## src/shared/lvd_defines.vh

```
// Constants for the supply-monitor control block
`ifndef LVD_DEFINES_VH
`define LVD_DEFINES_VH
`define LVD_CLK_MHZ           25
`define LVD_RESET_HOLD_CYCLES 131072
`define LVD_CNT_W             18
`define LVD_CNT_ZERO          18'h00000
`define LVD_CNT_ONE           18'h00001
// Last count of the reset hold, one below the hold length
`define LVD_CNT_LAST          18'h1FFFF
`define LVD_CTRL_RESET        1'b1
`define LVD_IRQ_EN_RESET      1'b0
`define LVD_FLAG_RESET        1'b0
`define LVD_ST_RUN            2'h0
`define LVD_ST_HELD           2'h1
`define LVD_ST_COUNT          2'h2
`endif

```

## src/design/lvd_ctrl.v

```verilog
// Supply-monitor control: flags, interrupt request and low-voltage reset
//Contract
// (RULE1) After power-on reset detection is active, both interrupt enables cleared.
// (RULE2) Software clears both flags before setting an interrupt enable.
// (RULE3) After standby, power detector, select mode, wait 50 us, clear flags, enable.
// (RULE4) Internal fall: level low, fall flag set, request if fall enable.
// (RULE5) Internal rise without reset drop: level high; rise flag and request if enabled. The code also needs the rise enable set at the preceding fall.
// (RULE6) Reset-level drop with reset enable enters low-voltage reset.
// (RULE7) External mode: write select 0, wait 50 us, clear flags, enable.
// (RULE8) External fall pin trips: level low, fall flag, request if enabled.
// (RULE9) External rise pin trips, no reset drop: level high, rise flag if enabled. The code also needs the rise enable set at the preceding fall.
// (RULE10) Disable: clear reset and irq enables first, then power and reference.
// (RULE11) Never clear power or reference together with the enables.
// (RULE12) Enable: set power and reference, wait 50 us, clear flags, then enables.
// (RULE13) Flags clear only by writing 0 after reading them as 1.
// (RULE14) Reset release waits 131072 cycles; control bits keep values through it.
// (RULE15) Comparator outputs synchronised and edge detected; one set per crossing.
`timescale 1ns/1ns
`default_nettype none
`include "lvd_defines.vh"
module lvd_ctrl (
   input  wire clk,
   input  wire nrst,
   input  wire ctrl_wr,
   input  wire detector_power_enable_in,
   input  wire reference_enable_in,
   input  wire internal_compare_select_in,
   input  wire low_voltage_reset_enable_in,
   input  wire fall_irq_enable_in,
   input  wire rise_irq_enable_in,
   input  wire status_rd,
   input  wire status_wr,
   input  wire fall_flag_wdata,
   input  wire rise_flag_wdata,
   input  wire int_fall_cmp_n,
   input  wire int_rise_cmp,
   input  wire fall_compare_input,
   input  wire rise_compare_input,
   input  wire reset_cmp_n,
   output reg  detector_power_enable,
   output reg  reference_enable,
   output reg  internal_compare_select,
   output reg  low_voltage_reset_enable,
   output reg  fall_irq_enable,
   output reg  rise_irq_enable,
   output reg  supply_fall_flag,
   output reg  supply_rise_flag,
   output reg  low_voltage_level_n,
   output reg  external_irq_line_zero,
   output reg  low_voltage_reset_n
);
   wire ifall_fall;
   wire irise_rise;
   wire efall_fall;
   wire erise_rise;
   wire rst_lvl;
   wire fall_evt;
   wire rise_evt;
   wire rise_set;
   wire fall_clr;
   wire rise_clr;
   reg  [1:0] state_reg;
   reg  [1:0] state_next;
   reg  [`LVD_CNT_W-1:0] cnt_reg;
   reg  [`LVD_CNT_W-1:0] cnt_next;
   reg  fall_seen_reg;
   reg  rise_seen_reg;
   reg  reset_drop_reg;
   reg  armed_reg;

   // Sequencer states
   localparam [1:0] ST_RUN   = `LVD_ST_RUN;
   localparam [1:0] ST_HELD  = `LVD_ST_HELD;
   localparam [1:0] ST_COUNT = `LVD_ST_COUNT;

   // Picks the internal or the external comparator event
   function pick_src(input sel, input int_evt, input ext_evt);
      begin
         pick_src = sel ? int_evt : ext_evt;
      end
   endfunction

   // Comparator inputs; fall comparators are low when tripped
   lvd_sync_edge u_ifall ( // RULE15
      .clk        (clk),
      .nrst       (nrst),
      .async_in   (int_fall_cmp_n),
      .init_val   (1'b1),
      .level      (),
      .rise_pulse (),
      .fall_pulse (ifall_fall)
   );
   lvd_sync_edge u_irise ( // RULE15
      .clk        (clk),
      .nrst       (nrst),
      .async_in   (int_rise_cmp),
      .init_val   (1'b1),
      .level      (),
      .rise_pulse (irise_rise),
      .fall_pulse ()
   );
   lvd_sync_edge u_efall ( // RULE15
      .clk        (clk),
      .nrst       (nrst),
      .async_in   (fall_compare_input),
      .init_val   (1'b1),
      .level      (),
      .rise_pulse (),
      .fall_pulse (efall_fall)
   );
   lvd_sync_edge u_erise ( // RULE15
      .clk        (clk),
      .nrst       (nrst),
      .async_in   (rise_compare_input),
      .init_val   (1'b1),
      .level      (),
      .rise_pulse (erise_rise),
      .fall_pulse ()
   );
   lvd_sync_edge u_rst ( // RULE15
      .clk        (clk),
      .nrst       (nrst),
      .async_in   (reset_cmp_n),
      .init_val   (1'b1),
      .level      (rst_lvl),
      .rise_pulse (),
      .fall_pulse ()
   );

   // Mode select picks the comparator pair
   assign fall_evt = detector_power_enable &
                     pick_src(internal_compare_select, ifall_fall, efall_fall);
   // Level recovers on a rise with no reset drop; flag and request only when armed by a fall seen while the rise enable was set
   assign rise_evt = detector_power_enable & ~reset_drop_reg &
                     pick_src(internal_compare_select, irise_rise, erise_rise); // RULE9
   assign rise_set = rise_evt & armed_reg & rise_irq_enable; // RULE5 RULE9

   // Clear needs a prior read as one; a same-cycle set wins
   assign fall_clr = status_wr & ~fall_flag_wdata & fall_seen_reg; // RULE13
   assign rise_clr = status_wr & ~rise_flag_wdata & rise_seen_reg; // RULE13

   // Control bits: reset only by power-on reset, kept through low-voltage reset
   always @(posedge clk) begin
      if (!nrst) begin
         detector_power_enable    <= `LVD_CTRL_RESET; // RULE1
         reference_enable         <= `LVD_CTRL_RESET;
         internal_compare_select  <= `LVD_CTRL_RESET;
         low_voltage_reset_enable <= `LVD_CTRL_RESET;
         fall_irq_enable          <= `LVD_IRQ_EN_RESET; // RULE1
         rise_irq_enable          <= `LVD_IRQ_EN_RESET; // RULE1
      end else if (ctrl_wr) begin
         detector_power_enable    <= detector_power_enable_in; // RULE14
         reference_enable         <= reference_enable_in;
         internal_compare_select  <= internal_compare_select_in;
         low_voltage_reset_enable <= low_voltage_reset_enable_in;
         fall_irq_enable          <= fall_irq_enable_in;
         rise_irq_enable          <= rise_irq_enable_in;
      end
   end

   // Flags, read tracking and interrupt request
   always @(posedge clk) begin
      if (!nrst || !low_voltage_reset_n) begin
         supply_fall_flag       <= `LVD_FLAG_RESET;
         supply_rise_flag       <= `LVD_FLAG_RESET;
         fall_seen_reg          <= 1'b0;
         rise_seen_reg          <= 1'b0;
         low_voltage_level_n    <= 1'b1;
         external_irq_line_zero <= 1'b0;
         armed_reg              <= 1'b0;
      end else begin
         if (fall_evt) begin
            supply_fall_flag    <= 1'b1; // RULE4 RULE8
            low_voltage_level_n <= 1'b0; // RULE4 RULE8
            armed_reg           <= rise_irq_enable;
         end else if (fall_clr) begin
            supply_fall_flag <= 1'b0;
         end
         if (rise_evt) begin
            low_voltage_level_n <= 1'b1; // RULE5 RULE9
            armed_reg           <= 1'b0;
         end
         if (rise_set) begin
            supply_rise_flag <= 1'b1; // RULE5 RULE9
         end else if (rise_clr) begin
            supply_rise_flag <= 1'b0;
         end
         if (status_rd) begin
            fall_seen_reg <= supply_fall_flag;
            rise_seen_reg <= supply_rise_flag;
         end else if (status_wr) begin
            fall_seen_reg <= 1'b0;
            rise_seen_reg <= 1'b0;
         end
         external_irq_line_zero <= (fall_evt & fall_irq_enable) |
                                   rise_set; // RULE4 RULE5 RULE8 RULE9
      end
   end

   // Low-voltage reset sequencer
   always @* begin
      state_next = state_reg;
      cnt_next   = cnt_reg;
      case (state_reg)
         ST_RUN: begin
            if (!rst_lvl && low_voltage_reset_enable && detector_power_enable)
               state_next = ST_HELD; // RULE6
         end
         ST_HELD: begin
            if (rst_lvl) begin
               state_next = ST_COUNT;
               cnt_next   = `LVD_CNT_ZERO;
            end
         end
         ST_COUNT: begin
            if (!rst_lvl) begin
               state_next = ST_HELD;
            end else if (cnt_reg == `LVD_CNT_LAST) begin
               state_next = ST_RUN; // RULE14
            end else begin
               cnt_next = cnt_reg + `LVD_CNT_ONE;
            end
         end
         default: state_next = ST_RUN;
      endcase
   end

   always @(posedge clk) begin
      if (!nrst) begin
         state_reg           <= ST_RUN;
         cnt_reg             <= `LVD_CNT_ZERO;
         reset_drop_reg      <= 1'b0;
         low_voltage_reset_n <= 1'b1;
      end else begin
         state_reg           <= state_next;
         cnt_reg             <= cnt_next;
         low_voltage_reset_n <= (state_next == ST_RUN); // RULE6
         if (!rst_lvl)
            reset_drop_reg <= 1'b1; // RULE9
         else if (fall_evt)
            reset_drop_reg <= 1'b0;
      end
   end
endmodule // lvd_ctrl
`default_nettype wire

```

## src/design/lvd_sync_edge.v

```verilog
// Two-stage synchroniser with rise and fall pulses
`timescale 1ns/1ns
`default_nettype none
module lvd_sync_edge (
   input  wire clk,
   input  wire nrst,
   input  wire async_in,
   input  wire init_val,
   output wire level,
   output wire rise_pulse,
   output wire fall_pulse
);
   reg meta_reg;
   reg sync_reg;
   reg last_reg;

   // Reset level is the safe value of the comparator
   always @(posedge clk) begin
      if (!nrst) begin
         meta_reg <= init_val;
         sync_reg <= init_val;
         last_reg <= init_val;
      end else begin
         meta_reg <= async_in;
         sync_reg <= meta_reg;
         last_reg <= sync_reg;
      end
   end

   assign level      = sync_reg;
   assign rise_pulse = sync_reg & ~last_reg;
   assign fall_pulse = ~sync_reg & last_reg;
endmodule // lvd_sync_edge
`default_nettype wire

```

## config.mk

```make
export PLATFORM = sky130hd
export DESIGN_NAME = lvd_ctrl
export DESIGN_NICKNAME = d
export VERILOG_FILES = /design/src/design/lvd_ctrl.v /design/src/design/lvd_sync_edge.v
export VERILOG_INCLUDE_DIRS = /design/src /design/src/shared
export SDC_FILE = /design/constraint.sdc
export NUM_CORES = 1
export LEC_CHECK = 0
export ABC_CLOCK_PERIOD_IN_PS = 2410
export BUFFER_PORTS_ARGS = -buffer_cell sky130_fd_sc_hd__buf_2
export CAP_MARGIN = 20
export CELL_PAD_IN_SITES_DETAIL_PLACEMENT = 1
export CELL_PAD_IN_SITES_GLOBAL_PLACEMENT = 2
export CORE_MARGIN = 1
export CORE_UTILIZATION = 34
export DETAILED_ROUTE_END_ITERATION = 8
export GPL_ROUTABILITY_DRIVEN = 0
export PLACE_DENSITY_LB_ADDON = 0.1
export SLEW_MARGIN = 10
export SYNTH_ARGS = -nofsm -noshare
export SYNTH_HDL_FRONTEND = slang
export SYNTH_SLANG_ARGS = --single-unit
```

## constraint.sdc

```tcl
create_clock -name clk -period 2.41 [get_ports clk]
set_clock_uncertainty 0.05 [all_clocks]
set_input_delay 0.241 -clock clk [delete_from_list [all_inputs] [get_ports clk]]
set_output_delay 0.241 -clock clk [all_outputs]
set_load 0.03 [all_outputs]
```

==> flow_summary.toml <==
[timing]
max_clock_freq_mhz = 489
max_slew.worst_pin.slew_ns = 0.706
setup_repair_after_global_routing_missed_its_margin = "no"
layout_setup_ws_ns = 0.366
finalCriticalPeriod_ns = 2.04
slew-limit-headroom_pct = 52.5
hold-worst-slack_ns = 0.0665
fin_crit_sh_pct = 84.8
hold_viol = 0
final_setup_violation_count = 0
fin_tns_setup_ns = 0
number_of_max_slew_violations_in_the_final_report = 0

[synth]
synth.ff_latch_count = 49
synth_fp_nets = 222
synthXorXnorAreaFrac_pct = 3.59
synthMostInstantiatedCell = "sky130_fd_sc_hd__dfxtp_1"
postSynth.topFlopCell = "sky130_fd_sc_hd__dfxtp_1"
netlist_top_cells_area = "sky130_fd_sc_hd__dfxtp_1 50%, sky130_fd_sc_hd__nand2b_1 4.8%, sky130_fd_sc_hd__nand2_1 3.7%"
synth_top_area_cell = "sky130_fd_sc_hd__dfxtp_1"
syn-mean-instance-area_sq_um = 9.62
synth_enable_flop_cells = 0
synth_largest_type_area_fraction_pct = 50.2
yosys-mux-area-fraction_pct = 3.59
yosysWarningCount = 0
combinational_family_with_the_most_area_after_synthesis = "simple AND/OR/NAND/NOR gates"
yosysSeqAreaShare_pct = 50.2
ys_async_sr_fraction_pct = 0
ys_types = 43
synth-compound-area-share_pct = 13.7
netlist_instances = 203
yosys.area_share.adder_pct = 0.641
synth_simple_gate_area_share_pct = 26.1
synth.cell_area_sq_um = 1950
synthTopCellsByCount = "49 x sky130_fd_sc_hd__dfxtp_1, 19 x sky130_fd_sc_hd__nand2_1, 16 x sky130_fd_sc_hd__nor2_1"

[routing]
first_pass_iters = 4
num_vias = 1564
routedWlPerCell_um = 13.7
drc_errors = 0
via_per_inst = 5.09
ant_nets = 0
drt-total-wl_um = 4220
dr.first_iter.drc_count = 45

[floorplan]
start_util_pct = 35.5
fp.dieArea_sq_um = 6050
die_w_um = 77.8
num_io_pins = 29
die_h_um = 77.8
placeableCoreArea_sq_um = 5510
rows = 27

[grt]
grt_pass1_vias = 1554
grt_first_pass_wirelength_um = 7230
overflow = 0
grt_use_total_pct = 15.2
grt_start_max_net_pins = 18
antenna_found_initial = 0

[layout]
layout.cell_area.non_filler_sq_um = 2260
number_of_flip_flops_under_the_largest_register_name = 18
ant_cells = 0
fill_cells = 644
finish.cell_count_without_fillers = 307
layout-area-overhead-vs-synth_pct = 15.8
nNetsFinal = 253
post_route_cells_drive_above_1_share_pct = 19.1
postLayoutCoreUtil_pct = 41.1

[power]
power.total_mw = 1.42
power_density_nw_per_um2 = 627
ir_worst_vdd_uv = 257
leakagePower_nw = 0.823

[critical_path]
critical_path_arrival_ns = 2.23
startpoint_type = "register"
crit_path_max_fanout = 17
setup.reg_to_reg.worst_slack_ns = 0.37
r2r_start = "cnt_reg[0]"
cp-end-kind = "register"
worstRegToRegCells = 6
required_ns = 2.60
worstSetupStartpoint = "cnt_reg[0]"
timing_worst_setup_path_type = "register to register"

[hold_path]
min-delay-start = "fall_compare_input"
hold_depth = 2
min_path_type = "primary input to register"

[clock_network]
clk_latency_ns = 0.30
cts_hold_buf = 0
cts_sinks = 49
htree_num_levels = 2
tritoncts = "done"
cts-root-buf = "sky130_fd_sc_hd__clkbuf_8"
ctsResizeCount = 0
cts_made_buffers = 5
clockBufferDepth = 2
cts.reportedPaths.clkPinSlew_ns = 0.09
cts_post_setup_buffers_inserted = 0

[status]
run_status = "finished clean"

[placed_design]
place_ws_ns = 0.389
placed_cell_area_sq_um = 2170
place.port_buffers = 28
dp.cells = 299
dp_hpwl_um = 3140

[run]
max_cap_violations = 0
-- final timing paths --
check | to
hold / removal | u_efall.meta_reg
hold reg to reg | u_rst.level
setup reg to reg | cnt_reg[3]
setup / recovery | cnt_reg[3]
-- routing by layer --
layer | routed length [um] | global-route usage, % | vias to the layer above | share of wire [%]
met5 | 0 | 0 | - | 0
li1 | - | - | 790 | -
met1 | 1980 | 19.1 | 750 | 47
met3 | 115 | 2.82 | 5 | 2.7
met4 | 57 | 5.66 | 0 | 1.4
met2 | 2060 | 25.6 | 19 | 49
-- critical path, stage by stage, from the launching register on --
cell and delay, ns:
sky130_fd_sc_hd__dfxtp_1 0.39, sky130_fd_sc_hd__ha_1 0.22, sky130_fd_sc_hd__nand2_1 0.20, sky130_fd_sc_hd__nor3_2 0.41
sky130_fd_sc_hd__a41o_2 0.44, sky130_fd_sc_hd__o21ai_0 0.14, sky130_fd_sc_hd__a21oi_1 0.14
-- power breakdown --
part           switching, mW  internal, mW
Clock                  0.272         0.205
Sequential            0.0132         0.830
Combinational         0.0606        0.0377
Total                  0.346          1.07
-- cells in the final DEF (no fill, tap or decap), types with 2 or more instances in the layout --
| cell | n |
|---|---|
| sky130_fd_sc_hd__dfxtp_1 | 49 |
| sky130_fd_sc_hd__buf_2 | 28 |
| sky130_fd_sc_hd__nand2_1 | 19 |
| sky130_fd_sc_hd__nor2_1 | 16 |
| sky130_fd_sc_hd__nand2b_1 | 15 |
| sky130_fd_sc_hd__a21oi_1 | 11 |
| sky130_fd_sc_hd__nand3_1 | 10 |
| sky130_fd_sc_hd__xnor2_1 | 8 |
| sky130_fd_sc_hd__mux2i_1 | 7 |
| sky130_fd_sc_hd__o21ai_0 | 6 |
| sky130_fd_sc_hd__inv_1 | 5 |
| sky130_fd_sc_hd__clkbuf_8 | 5 |
| sky130_fd_sc_hd__or4_1 | 4 |
| sky130_fd_sc_hd__nand4_1 | 4 |
| sky130_fd_sc_hd__nor4_1 | 4 |
| sky130_fd_sc_hd__nand3b_1 | 3 |
| sky130_fd_sc_hd__nor3_1 | 3 |
| sky130_fd_sc_hd__nor3b_1 | 3 |
| sky130_fd_sc_hd__and2_1 | 2 |
| sky130_fd_sc_hd__o211ai_1 | 2 |
| sky130_fd_sc_hd__a211o_1 | 2 |
| sky130_fd_sc_hd__a2111oi_1 | 2 |
| sky130_fd_sc_hd__o31ai_1 | 2 |
| sky130_fd_sc_hd__clkinvlp_4 | 2 |
| sky130_fd_sc_hd__buf_4 | 2 |
-- cell type report --
cell class                 count  area (sq um)  share of cell area (%)
tap                           72          90.1                    3.98
timing repair buffer          30           155                    6.86
sequential                    49           981                    43.4
inverter                       5          18.8                   0.830
clock buffer                   6          72.6                    3.21
multi-input combinational    143           930                    41.1
clock inverter                 2          15.0                   0.664
-- cells by family (layout without fill, tap and decap cells) --
group / after synthesis / count (layout)
adders and majority gates: 1 / 1
DFF: 49 / 49
xor gates and xnor gates: 8 / 8
muxes: 7 / 7
buffers and inverters: 11 / 43
AOI/OAI and AO/OA: 35 / 35
and+or+nand+nor: 92 / 92
Note: power is estimated with default switching activity, not from simulation.
